==> src/hdl/uobd_pkg.sv <==
// package: option byte layout, register map and timing of the option decoder
package uobd_pkg;

   // system clock
   localparam int unsigned CLK_HZ = 50_000_000;

   // reset load: counter width, flash reads, option byte addresses
   localparam int unsigned LOAD_CNT_W = 6;
   localparam int unsigned LOAD_CYCLES = 43;
   localparam logic [5:0] OPT0_FLASH_ADDR = 6'h00;
   localparam logic [5:0] OPT1_FLASH_ADDR = 6'h01;
   localparam int unsigned FLASH_AW = 16;

   // value of an erased option byte
   localparam logic [7:0] OPT_ERASED = 8'hff;

   // option byte 0 fields
   localparam int OB0_WDT_ACTION = 7;
   localparam int OB0_WATCHDOG_ALWAYS_ON_N_N = 6;
   localparam int OB0_OSC_HI = 5;
   localparam int OB0_OSC_LO = 4;
   localparam int OB0_BO_STOP = 3;
   localparam int OB0_READ_N = 2;
   localparam int OB0_WRITE_N = 0;

   // option byte 1 fields
   localparam int OB1_BO_RESET = 7;
   localparam int OB1_XTAL_OFF = 4;

   // crystal settle time added to reset while the crystal runs
   localparam int unsigned XTAL_SETTLE_NS = 1000;
   localparam int unsigned XTAL_SETTLE_CYC = (XTAL_SETTLE_NS * (CLK_HZ / 1_000_000) + 999) / 1000;

   // register map
   localparam int unsigned AXI_AW = 8;
   localparam logic [7:0] REG_CTRL_OFF = 8'h00;
   localparam logic [7:0] REG_STAT_OFF = 8'h04;
   localparam int CTRL_WDT_START = 0;
   localparam int CTRL_CLK_XTAL = 1;
   localparam int CTRL_GIE = 2;
   localparam int STAT_BUSY = 0;
   localparam int STAT_WDT_RUN = 1;
   localparam int STAT_CLK_XTAL = 2;
   localparam int STAT_WDT_PEND = 3;
   localparam logic CTRL_RESET = 1'b0;

   // bus responses
   localparam logic [1:0] RESP_OKAY = 2'b00;
   localparam logic [1:0] RESP_SLVERR = 2'b10;

   // oscillator drive modes
   typedef enum logic [1:0] {
      OSC_EXT_RC = 2'b00,
      OSC_XTAL_LOW = 2'b01,
      OSC_XTAL_MED = 2'b10,
      OSC_XTAL_HIGH = 2'b11
   } uobd_osc_e;

   // loader states, gray along read, drain, settle, run
   typedef enum logic [1:0] {
      LD_READ = 2'b00,
      LD_DRAIN = 2'b01,
      LD_SETTLE = 2'b11,
      LD_RUN = 2'b10
   } uobd_load_e;

endpackage : uobd_pkg

==> src/hdl/uobd_loader.sv <==
// reset-time loader that reads the option bytes from flash
`timescale 1ns/1ps
module uobd_loader import uobd_pkg::*; #(
   parameter int unsigned CNT_W = LOAD_CNT_W,
   parameter int unsigned CYCLES = LOAD_CYCLES,
   parameter int unsigned SETTLE = XTAL_SETTLE_CYC
) (
   // clock and reset
   input wire logic aclk,
   input wire logic aresetn,
   // stop-mode recovery reload
   input wire logic reload,
   // flash read port, data one cycle after the read
   output logic [CNT_W-1:0] flash_addr,
   output logic flash_rd,
   input wire logic [7:0] flash_rdata,
   // loaded option bytes and progress
   output logic [7:0] opt0,
   output logic [7:0] opt1,
   output logic busy
);

   // the counter must reach every read
   if (CYCLES < 2 || CYCLES > (1 << CNT_W) || SETTLE < 1 || SETTLE > (1 << 16)) begin : g_chk
      $error("uobd_loader: counters cannot serve the read or settle count");
   end

   uobd_load_e state_reg;
   logic [CNT_W-1:0] cnt_reg;
   logic [15:0] settle_reg;
   logic rd_d_reg;
   logic [CNT_W-1:0] addr_d_reg;

   assign flash_addr = cnt_reg;
   assign flash_rd = (state_reg == LD_READ);
   assign busy = (state_reg != LD_RUN);

   // sequence: one read per cycle, drain, optional crystal settle
   always_ff @(posedge aclk) begin
      if (!aresetn) begin
         state_reg <= LD_READ;
         cnt_reg <= '0;
         settle_reg <= '0;
      end else begin
         unique case (state_reg)
            LD_READ: begin
               cnt_reg <= cnt_reg + 1'b1;
               if (cnt_reg == CNT_W'(CYCLES - 1)) begin
                  state_reg <= LD_DRAIN;
               end
            end
            LD_DRAIN: begin
               settle_reg <= '0;
               state_reg <= opt1[OB1_XTAL_OFF] ? LD_RUN : LD_SETTLE;
            end
            LD_SETTLE: begin
               settle_reg <= settle_reg + 1'b1;
               if (settle_reg == 16'(SETTLE - 1)) begin
                  state_reg <= LD_RUN;
               end
            end
            LD_RUN: begin
               cnt_reg <= '0;
               if (reload) begin
                  state_reg <= LD_READ;
               end
            end
         endcase
      end
   end

   // capture bytes at flash addresses 0 and 1, erased value at reset
   always_ff @(posedge aclk) begin
      if (!aresetn) begin
         rd_d_reg <= 1'b0;
         addr_d_reg <= '0;
         opt0 <= OPT_ERASED;
         opt1 <= OPT_ERASED;
      end else begin
         rd_d_reg <= flash_rd;
         addr_d_reg <= cnt_reg;
         if (rd_d_reg && addr_d_reg == CNT_W'(OPT0_FLASH_ADDR)) begin
            opt0 <= flash_rdata;
         end
         if (rd_d_reg && addr_d_reg == CNT_W'(OPT1_FLASH_ADDR)) begin
            opt1 <= flash_rdata;
         end
      end
   end

   localparam int LAST = CYCLES - 1;
endmodule : uobd_loader

==> src/hdl/uobd_axil.sv <==
// axi4-lite slave for the control and status words
`timescale 1ns/1ps
module uobd_axil import uobd_pkg::*; (
   // clock and reset
   input wire logic aclk,
   input wire logic aresetn,
   // write address and data
   input wire logic [AXI_AW-1:0] s_axi_awaddr,
   input wire logic s_axi_awvalid,
   output logic s_axi_awready,
   input wire logic [31:0] s_axi_wdata,
   input wire logic [3:0] s_axi_wstrb,
   input wire logic s_axi_wvalid,
   output logic s_axi_wready,
   // write response
   output logic [1:0] s_axi_bresp,
   output logic s_axi_bvalid,
   input wire logic s_axi_bready,
   // read address and data
   input wire logic [AXI_AW-1:0] s_axi_araddr,
   input wire logic s_axi_arvalid,
   output logic s_axi_arready,
   output logic [31:0] s_axi_rdata,
   output logic [1:0] s_axi_rresp,
   output logic s_axi_rvalid,
   input wire logic s_axi_rready,
   // block side
   input wire logic [31:0] ctrl_word,
   input wire logic [31:0] stat_word,
   output logic ctrl_wr,
   output logic [31:0] ctrl_wdata
);

   logic aw_have_reg;
   logic w_have_reg;
   logic [AXI_AW-1:0] awaddr_reg;
   logic [31:0] wdata_reg;
   logic wlane0_reg;

   function automatic logic is_mapped(input logic [AXI_AW-1:0] a);
      return (a == REG_CTRL_OFF) || (a == REG_STAT_OFF);
   endfunction : is_mapped

   assign s_axi_awready = aresetn && !aw_have_reg && !s_axi_bvalid;
   assign s_axi_wready = aresetn && !w_have_reg && !s_axi_bvalid;
   assign s_axi_arready = aresetn && !s_axi_rvalid;

   // write side: address and data in either order, response after both
   always_ff @(posedge aclk) begin
      if (!aresetn) begin
         aw_have_reg <= 1'b0;
         w_have_reg <= 1'b0;
         awaddr_reg <= '0;
         wdata_reg <= '0;
         wlane0_reg <= 1'b0;
         s_axi_bvalid <= 1'b0;
         s_axi_bresp <= RESP_OKAY;
         ctrl_wr <= 1'b0;
         ctrl_wdata <= '0;
      end else begin
         ctrl_wr <= 1'b0;
         if (s_axi_awvalid && s_axi_awready) begin
            aw_have_reg <= 1'b1;
            awaddr_reg <= s_axi_awaddr;
         end
         if (s_axi_wvalid && s_axi_wready) begin
            w_have_reg <= 1'b1;
            wdata_reg <= s_axi_wdata;
            wlane0_reg <= s_axi_wstrb[0];
         end
         if (aw_have_reg && w_have_reg) begin
            aw_have_reg <= 1'b0;
            w_have_reg <= 1'b0;
            s_axi_bvalid <= 1'b1;
            s_axi_bresp <= is_mapped(awaddr_reg) ? RESP_OKAY : RESP_SLVERR;
            ctrl_wr <= (awaddr_reg == REG_CTRL_OFF) && wlane0_reg;
            ctrl_wdata <= wdata_reg;
         end else if (s_axi_bvalid && s_axi_bready) begin
            s_axi_bvalid <= 1'b0;
         end
      end
   end

   // read side: answer one cycle after the address is taken
   always_ff @(posedge aclk) begin
      if (!aresetn) begin
         s_axi_rvalid <= 1'b0;
         s_axi_rdata <= '0;
         s_axi_rresp <= RESP_OKAY;
      end else if (s_axi_arvalid && s_axi_arready) begin
         s_axi_rvalid <= 1'b1;
         s_axi_rresp <= is_mapped(s_axi_araddr) ? RESP_OKAY : RESP_SLVERR;
         s_axi_rdata <= (s_axi_araddr == REG_CTRL_OFF) ? ctrl_word :
                        (s_axi_araddr == REG_STAT_OFF) ? stat_word : '0;
      end else if (s_axi_rvalid && s_axi_rready) begin
         s_axi_rvalid <= 1'b0;
      end
   end

endmodule : uobd_axil

==> src/hdl/uobd_top.sv <==
// option byte decoder: reset load, decode and device steering
`timescale 1ns/1ps

// Operation
// - option0 bit7 picks watchdog interrupt or reset
// - watchdog interrupt reaches cpu only when enabled
// - bit6 low starts watchdog, never stoppable
// - bit6 high: started by instruction, reset stops
// - bits5:4 select oscillator drive mode
// - bit3 keeps brown-out active in stop
// - bit2 low blocks code reads, limited debug
// - bit2 high allows code reads, full debug
// - bit0 low refuses user program/erase, debugger mass-erase
// - bit0 high allows all program and erase
// - option1 bit7 makes brown-out cause reset
// - crystal bit enables only, software selects clock
// - bit4 low runs crystal, longer reset
// - erased bytes give the documented defaults
// - reset never alters stored option bytes
// - every reset reloads options before execution
// - 43 counted reads, options at addresses 0,1
// - option latches invisible to software
module uobd_top import uobd_pkg::*; (
   // clock and reset
   input wire logic aclk,
   input wire logic aresetn,
   // axi4-lite register bus
   input wire logic [AXI_AW-1:0] s_axi_awaddr,
   input wire logic s_axi_awvalid,
   output logic s_axi_awready,
   input wire logic [31:0] s_axi_wdata,
   input wire logic [3:0] s_axi_wstrb,
   input wire logic s_axi_wvalid,
   output logic s_axi_wready,
   output logic [1:0] s_axi_bresp,
   output logic s_axi_bvalid,
   input wire logic s_axi_bready,
   input wire logic [AXI_AW-1:0] s_axi_araddr,
   input wire logic s_axi_arvalid,
   output logic s_axi_arready,
   output logic [31:0] s_axi_rdata,
   output logic [1:0] s_axi_rresp,
   output logic s_axi_rvalid,
   input wire logic s_axi_rready,
   // flash read port used by the reset load
   output logic [FLASH_AW-1:0] flash_addr,
   output logic flash_rd,
   input wire logic [7:0] flash_rdata,
   // reset sequencing
   input wire logic stop_recovery,
   output logic core_hold,
   // watchdog
   input wire logic watchdog_timeout,
   input wire logic watchdog_irq_ack,
   output logic watchdog_enable,
   output logic watchdog_irq,
   // system reset request and brown-out
   input wire logic brownout_detect,
   input wire logic stop_mode,
   output logic brownout_enable,
   output logic sys_reset_req,
   // oscillator
   output uobd_osc_e oscillator_drive_select,
   output logic crystal_enable,
   output logic clk_sel_crystal,
   // flash protection
   input wire logic user_prog_req,
   input wire logic user_page_erase_req,
   input wire logic user_mass_erase_req,
   input wire logic dbg_mass_erase_req,
   output logic prog_grant,
   output logic page_erase_grant,
   output logic mass_erase_grant,
   output logic flash_refused,
   output logic code_read_enable,
   output logic dbg_full_access
);

   logic [LOAD_CNT_W-1:0] ld_addr;
   logic ld_rd;
   logic ld_busy;
   logic [7:0] opt0;
   logic [7:0] opt1;
   logic ctrl_wr;
   logic [31:0] ctrl_wdata;
   logic [31:0] ctrl_word;
   logic [31:0] stat_word;

   // decoded option fields and derived control terms
   logic watchdog_timeout_action;
   logic watchdog_always_on_n;
   logic brownout_keep_in_stop;
   logic code_read_protect_n;
   logic flash_write_protect_n;
   logic brownout_reset_enable;
   logic crystal_off_in_reset;
   logic watchdog_start_instruction;
   logic bo_active;
   logic wdt_hit;

   // control and state
   logic wdt_run_reg;
   logic wdt_pend_reg;
   logic gie_reg;
   logic clk_xtal_reg;
   logic xtal_on_reg;

   uobd_loader #(
      .CNT_W(LOAD_CNT_W),
      .CYCLES(LOAD_CYCLES),
      .SETTLE(XTAL_SETTLE_CYC)
   ) u_loader (
      .aclk(aclk),
      .aresetn(aresetn),
      .reload(stop_recovery),
      .flash_addr(ld_addr),
      .flash_rd(ld_rd),
      .flash_rdata(flash_rdata),
      .opt0(opt0),
      .opt1(opt1),
      .busy(ld_busy)
   );

   uobd_axil u_axil (
      .aclk(aclk),
      .aresetn(aresetn),
      .s_axi_awaddr(s_axi_awaddr),
      .s_axi_awvalid(s_axi_awvalid),
      .s_axi_awready(s_axi_awready),
      .s_axi_wdata(s_axi_wdata),
      .s_axi_wstrb(s_axi_wstrb),
      .s_axi_wvalid(s_axi_wvalid),
      .s_axi_wready(s_axi_wready),
      .s_axi_bresp(s_axi_bresp),
      .s_axi_bvalid(s_axi_bvalid),
      .s_axi_bready(s_axi_bready),
      .s_axi_araddr(s_axi_araddr),
      .s_axi_arvalid(s_axi_arvalid),
      .s_axi_arready(s_axi_arready),
      .s_axi_rdata(s_axi_rdata),
      .s_axi_rresp(s_axi_rresp),
      .s_axi_rvalid(s_axi_rvalid),
      .s_axi_rready(s_axi_rready),
      .ctrl_word(ctrl_word),
      .stat_word(stat_word),
      .ctrl_wr(ctrl_wr),
      .ctrl_wdata(ctrl_wdata)
   );

   // flash address: counter in the low bits, the rest zero
   assign flash_addr = {{(FLASH_AW - LOAD_CNT_W){1'b0}}, ld_addr};
   assign flash_rd = ld_rd;

   // field decode from the option latches, then the start instruction and derived watchdog and brown-out terms
   assign watchdog_timeout_action = opt0[OB0_WDT_ACTION];
   assign watchdog_always_on_n = opt0[OB0_WATCHDOG_ALWAYS_ON_N_N];
   assign brownout_keep_in_stop = opt0[OB0_BO_STOP];
   assign code_read_protect_n = opt0[OB0_READ_N];
   assign flash_write_protect_n = opt0[OB0_WRITE_N];
   assign brownout_reset_enable = opt1[OB1_BO_RESET];
   assign crystal_off_in_reset = opt1[OB1_XTAL_OFF];
   assign watchdog_start_instruction = ctrl_wr && ctrl_wdata[CTRL_WDT_START];
   assign bo_active = brownout_keep_in_stop || !stop_mode;
   assign wdt_hit = watchdog_timeout && wdt_run_reg && !ld_busy;

   // register words; option latches never appear here
   assign ctrl_word = {29'h0, gie_reg, clk_xtal_reg, 1'b0};
   assign stat_word = {28'h0, wdt_pend_reg, clk_xtal_reg, wdt_run_reg, core_hold};

   // core held until the load and any crystal settle finish
   always_ff @(posedge aclk) begin
      if (!aresetn) begin
         core_hold <= 1'b1;
      end else begin
         core_hold <= ld_busy;
      end
   end

   // software control bits, writable only once the core runs
   always_ff @(posedge aclk) begin
      if (!aresetn) begin
         gie_reg <= CTRL_RESET;
         clk_xtal_reg <= CTRL_RESET;
      end else if (ctrl_wr && !ld_busy) begin
         gie_reg <= ctrl_wdata[CTRL_GIE];
         clk_xtal_reg <= ctrl_wdata[CTRL_CLK_XTAL];
      end
   end

   // watchdog run: auto start or instruction start, cleared by reset only
   always_ff @(posedge aclk) begin
      if (!aresetn) begin
         wdt_run_reg <= 1'b0;
      end else if (!ld_busy && !watchdog_always_on_n) begin
         wdt_run_reg <= 1'b1;
      end else if (!ld_busy && watchdog_start_instruction) begin
         wdt_run_reg <= 1'b1;
      end
   end

   // watchdog interrupt pending, a new time-out wins over the ack
   always_ff @(posedge aclk) begin
      if (!aresetn) begin
         wdt_pend_reg <= 1'b0;
         watchdog_irq <= 1'b0;
      end else begin
         if (wdt_hit && !watchdog_timeout_action) begin
            wdt_pend_reg <= 1'b1;
         end else if (watchdog_irq_ack) begin
            wdt_pend_reg <= 1'b0;
         end
         watchdog_irq <= wdt_pend_reg && gie_reg;
      end
   end

   // watchdog state out and system reset request
   always_ff @(posedge aclk) begin
      if (!aresetn) begin
         watchdog_enable <= 1'b0;
         sys_reset_req <= 1'b0;
      end else begin
         watchdog_enable <= wdt_run_reg;
         sys_reset_req <= (wdt_hit && watchdog_timeout_action)
            || (!ld_busy && brownout_detect && bo_active && brownout_reset_enable);
      end
   end

   // brown-out enable, oscillator mode, read protection
   always_ff @(posedge aclk) begin
      if (!aresetn) begin
         brownout_enable <= 1'b1;
         oscillator_drive_select <= OSC_XTAL_HIGH;
         code_read_enable <= 1'b1;
         dbg_full_access <= 1'b1;
      end else begin
         brownout_enable <= bo_active;
         oscillator_drive_select <= uobd_osc_e'(opt0[OB0_OSC_HI:OB0_OSC_LO]);
         code_read_enable <= code_read_protect_n;
         dbg_full_access <= code_read_protect_n;
      end
   end

   // flash program and erase gating
   always_ff @(posedge aclk) begin
      if (!aresetn) begin
         prog_grant <= 1'b0;
         page_erase_grant <= 1'b0;
         mass_erase_grant <= 1'b0;
         flash_refused <= 1'b0;
      end else begin
         prog_grant <= user_prog_req && flash_write_protect_n && !ld_busy;
         page_erase_grant <= user_page_erase_req && flash_write_protect_n && !ld_busy;
         mass_erase_grant <= (user_mass_erase_req && flash_write_protect_n && !ld_busy)
            || dbg_mass_erase_req;
         flash_refused <= (user_prog_req || user_page_erase_req || user_mass_erase_req)
            && !flash_write_protect_n;
      end
   end

   // crystal: on during reset unless disabled, software may turn it on
   always_ff @(posedge aclk) begin
      if (!aresetn) begin
         xtal_on_reg <= 1'b0;
      end else if (ld_busy) begin
         xtal_on_reg <= !crystal_off_in_reset;
      end else if (ctrl_wr && ctrl_wdata[CTRL_CLK_XTAL]) begin
         xtal_on_reg <= 1'b1;
      end
   end

   assign crystal_enable = xtal_on_reg;
   assign clk_sel_crystal = clk_xtal_reg;
endmodule : uobd_top

==> config.mk <==
export PLATFORM = sky130hd
export DESIGN_NAME = uobd_top
export DESIGN_NICKNAME = d
export VERILOG_FILES = /design/src/hdl/uobd_pkg.sv /design/src/hdl/uobd_loader.sv /design/src/hdl/uobd_axil.sv /design/src/hdl/uobd_top.sv
export SDC_FILE = /design/constraint.sdc
export NUM_CORES = 1
export LEC_CHECK = 0
export BUFFER_PORTS_ARGS = -buffer_cell sky130_fd_sc_hd__buf_2
export CAP_MARGIN = 20
export CORE_MARGIN = 2
export CORE_UTILIZATION = 56
export DETAILED_ROUTE_END_ITERATION = 10
export PLACE_DENSITY = 0.81
export SYNTH_ARGS = -nofsm -noshare
export SYNTH_HDL_FRONTEND = slang
export SYNTH_HIERARCHICAL = 1
export SYNTH_SLANG_ARGS = --single-unit
==> constraint.sdc <==
create_clock -name aclk -period 1.6 [get_ports aclk]
set_clock_uncertainty 0.15 [all_clocks]
set_input_delay 0.48 -clock aclk [delete_from_list [all_inputs] [get_ports aclk]]
set_output_delay 0.48 -clock aclk [all_outputs]
set_load 0.02 [all_outputs]
; Yosys cells after proc, flatten, opt, wreduce, memory -nomap -nowiden
; Index checks and enable logic that the tools add are counted.
[word_totals]
reg_bits = 120
input_bits = 76
out_inout_bits = 73
wordCells = 136
[op_classes]
n_addsub = 2
eq_ne = 12
mux = 21
bitwise_logic = 1
n_reduce_logical = 65
[ops]
columns = cell, n
row1 = $logic_and 1x1->1, 34
row2 = $mux 32, 1
row3 = $pmux 16 s2, 1
row4 = $add 16x1->16 const B, 1
row5 = $eq 16x6->1 const B, 1
row6 = $eq 8x3->1 const B, 2
row7 = $logic_not 8->1, 2
row8 = $reduce_bool 2->1, 7
row9 = $pmux 6 s2, 1
row10 = $mux 1, 11
row11 = $logic_not 1->1, 10
row12 = $mux 2, 5
row13 = $pmux 2 s4, 1
row14 = $logic_or 1x1->1, 7
row15 = $add 6x1->6 const B, 1
row16 = $eq 6x1->1 const B, 1
row17 = $eq 6x6->1 const B, 1
row18 = $logic_not 6->1, 1
row19 = $eq 2x2->1 const B, 2
row20 = $mux 4, 1
row21 = $ne 2x1->1 const B, 2
row22 = $ne 2x2->1 const B, 2
row23 = $reduce_and 3->1, 1
row24 = $eq 2x1->1 const B, 1
row25 = other kinds (4), 4

; Logic depth before layout (Yosys ltp)
[logic_depth]
depth_word = 6
mapped_depth = 6
mapped_depth_nobuf = 6

; Modules after synthesis
; The synthesis kept the hierarchy.
[by_module_without_submodules]
columns = mod, instances, cells_each, area_each_um2, seq_area_each_um2
row1 = uobd_axil, 1, 431, 4347.9, 2242.2
row2 = uobd_loader, 1, 200, 1948.1, 940.9
row3 = uobd_top, 1, 63, 654.4, 340.3

; Worst setup path before layout
; Ideal clock, no wire load.
[synth_path]
kind = input-to-output
from = in aresetn
to = out s_axi_arready
arrival_time_ns = 1.249
required_time_ns = 0.970
slack_ns = -0.279
cell_stages = 3
n_path_buf = 2
cell_sequence = buf_4 clkbuf_1 nor2b_1
[synth_between]
elab_chain_cells = 1
[synth_lines]
columns = item, line
row1 = from (decl), uobd_top.sv:26  ; input wire logic aresetn,
row2 = $logic_and 1x1->1, uobd_axil.sv:46  ; assign s_axi_arready = aresetn && !s_axi_rvalid;
row3 = to (decl), uobd_top.sv:40  ; output logic s_axi_arready,
; Every way passes these cells.

; Final worst setup path
[layout_path]
from = reg u_loader.state_reg[0]
to = out flash_rd
[layout_between]
elab_chain_cells = 1
[layout_lines]
columns = item, line
row1 = from (decl), uobd_loader.sv:28  ; uobd_load_e state_reg;
row2 = from (signal assigned), uobd_loader.sv:54  ; state_reg <= opt1[OB1_XTAL_OFF] ? LD_RUN : LD_SETTLE;
row3 = $logic_not 2->1, uobd_loader.sv:35  ; assign flash_rd = (state_reg == LD_READ);
row4 = to (decl), uobd_top.sv:47  ; output logic flash_rd,
; Every way passes these cells.

==> results by group <==
Run status
  – Status: finished with violations
  – Violated checks: negative setup slack

Placement
  – HPWL Detailed: 7.376 mm
  – Routability cong.: slightly below 0.8
  – # port buffers: 103
  – Post-Place Setup Slack: -0.1350 ns

Floorplan
  – Top Ports: 149
  – Overall die area: approximately 9500 um^2
  – Core Rows: 34
  – Die height: 97.53 um
  – Core ar.: approximately 8600 um^2
  – Die width: 97.53 um
  – Initial Util: between 50% and 60%

Power
  – Total power: 5215 uW
  – Pleak: 0.002795 uW
  – PwrDens: 851.9 nW/um^2
  – Max VDD drop: around 0.00047 V

Clock network
  – Cts hold-fix bufs: 0
  – Worst-path clk slew: 0.11 ns
  – Bufs on Longest Clock Path: 2
  – CTS H-tree lvls: 3
  – CTS root buf: clkbuf_8
  – CTS Sinks: approximately 110
  – Num CTS Buffers: 9
  – Worst-Skew Late Latency: 0.36 ns
  – CTS tree: yes

Logic synthesis
  – Synth Warn #: 6
  – Mapped cell area: a little under 5000 um^2
  – Syn Inst Count: 491
  – Syn Area/Cell: 9.976 um^2

Run
  – Max-cap violation count: 0

Worst setup path
  – Required @ worst endpoint: 0.97 ns
  – Worst Setup Start Kind: register
  – Crit-path max FO: 8
  – CP Capture Type: output pin
  – Reg2reg start: u_loader/settle_reg[1]$_SDFFE_PN0P_
  – R2r endpoint: u_loader/state_reg[0]$_SDFFE_PN0P_
  – Worst reg2reg setup slack: about 0.04 ns
  – Arr. time, crit path: about 1.1 ns
  – Worst R2R Path Depth: 7
  – Crit Path Class: register to output pin

Min path
  – Hold Startpoint: watchdog_irq_ack
  – Hold Path Class: input port to register
  – Hold Path End: wdt_pend_reg$_SDFFE_PN0P_
  – Hold Path Cell Cnt: 2

GRT
  – Largest net degree at the start of global routing: 38
  – Vias in the first global route: 3,737
  – Total track usage: 21.52%
  – Gr ovfl total: 0
  – First-pass GRT wire length: 16.84 mm
  – Initial antenna violation count: 1

Route
  – Routed wire length: 10.52 mm
  – Final ANT Viol Nets: 0
  – Drt via density: a little over 5
  – Number of DRC markers in iteration 0: 114
  – Per-cell routed wire length: approximately 14 um
  – Initial DRT Pass Iterations: 5
  – Vias: 3,912
  – # DRC: 0

Timing
  – Crit share post-route: 107.4%
  – Max-slew violation total from the final report: 0
  – Final Hold Vio Count: 0
  – Fin crit period: 1.718 ns
  – Worst setup margin: -0.1182 ns
  – Final Setup Violations: 4
  – RSZ-0062 raised after global routing: yes
  – Fmax: 582.0 MHz

Cells and area
  – Share of cells above drive strength 1: approximately a third
  – Largest register FFs: 32
  – Area delta synth->final: 24.98%
  – Nets: around 730
  – Filler cells: 634
  – Area occupied by registers: 2252 um^2
  – Multi-input gate area: around 2600 um^2
worst max-delay path, cell delays in order (launching register included):
cell	delay [ns]
dfxtp_4	0.37
buf_6	0.13
nor2_4	0.10
buf_6	0.12
through the flow:
| stage | instance area, um^2 | instances | utilization (%) | setup TNS [ns] | hold WS, ns |
|---|---|---|---|---|---|
| 2_1_floorplan | 5171 | 559 | - | 0 | 0.2478 |
| 3_3_place_gp | 5719 | 745 | 66.55 | -0.5581 | 0.2645 |
| 3_5_place_dp | 5719 | 745 | 66.55 | -0.8567 | 0.2656 |
| 4_1_cts | 6048 | 763 | 70.38 | -0.3937 | 0.1199 |
| 5_1_grt | 6122 | 767 | 71.24 | -0.6604 | 0.1385 |
| 6_report | 6122 | 767 | 71.24 | -0.3141 | 0.1403 |
where the power goes:
part,internal [uW],switching [uW],leakage (uW),total [uW]
sequential,2830,50.5,0.000909,2880
combinational,229,324,0.00178,553
clock,771,1010,0.000110,1780
total,3830,1390,0.00279,5220
per-layer routing:
| metal | wire length, um | part of all wire, % | up-vias | global-route usage (%) |
|---|---|---|---|---|
| met4 | 99 | 0.94 | 0 | 8.547 |
| met5 | 0 | 0 | - | 0 |
| met3 | 451 | 4.3 | 6 | 3.741 |
| li1 | - | - | 1959 | - |
| met1 | 4427 | 42 | 1851 | 24.76 |
| met2 | 5535 | 53 | 96 | 39.36 |
area by class of cell:
type	instances	area share (%)
Tap cell	108	2.207
Sequential cell	111	36.79
Inverter	9	0.5518
Clock inverter	7	1.594
Timing Repair Buffer	135	13.71
Multi-Input combinational cell	387	43.08
Clock buffer	9	2.023
Antenna cell	1	0.04087
cells in the final DEF, fill, tap and decap left out, types with 12 or more instances in the layout:
| cell type | count |
|---|---|
| nor2_1 | 19 |
| conb_1 | 70 |
| nand3_1 | 40 |
| buf_4 | 30 |
| mux2i_1 | 43 |
| o31ai_2 | 30 |
| o21ai_0 | 14 |
| nand2_1 | 48 |
| buf_2 | 95 |
| dfxtp_1 | 97 |
| xnor2_1 | 12 |
how the worst max path moves through the flow:
stage / start / endpoint / slack (ns)
2_1_floorplan: aresetn / s_axi_awready / 0.01
3_3_place_gp: aresetn / s_axi_wready / -0.09
3_5_place_dp: aresetn / u_axil/wlane0_reg$_SDFFE_PN0P_ / -0.13
4_1_cts: u_axil/s_axi_bvalid$_SDFFE_PN0P_ / s_axi_wready / -0.12
5_1_grt: u_loader/state_reg[0]$_SDFFE_PN0P_ / flash_rd / -0.16
6_report: u_loader/state_reg[0]$_SDFFE_PN0P_ / flash_rd / -0.12
timing repair:
item | CTS | global route
endpoints found under the setup margin | 11 | 18
pin swaps | 1 | 3
resized for setup | 33 | 12
setup buffers | 2 | 3
Power figures use the tool's default switching activity.
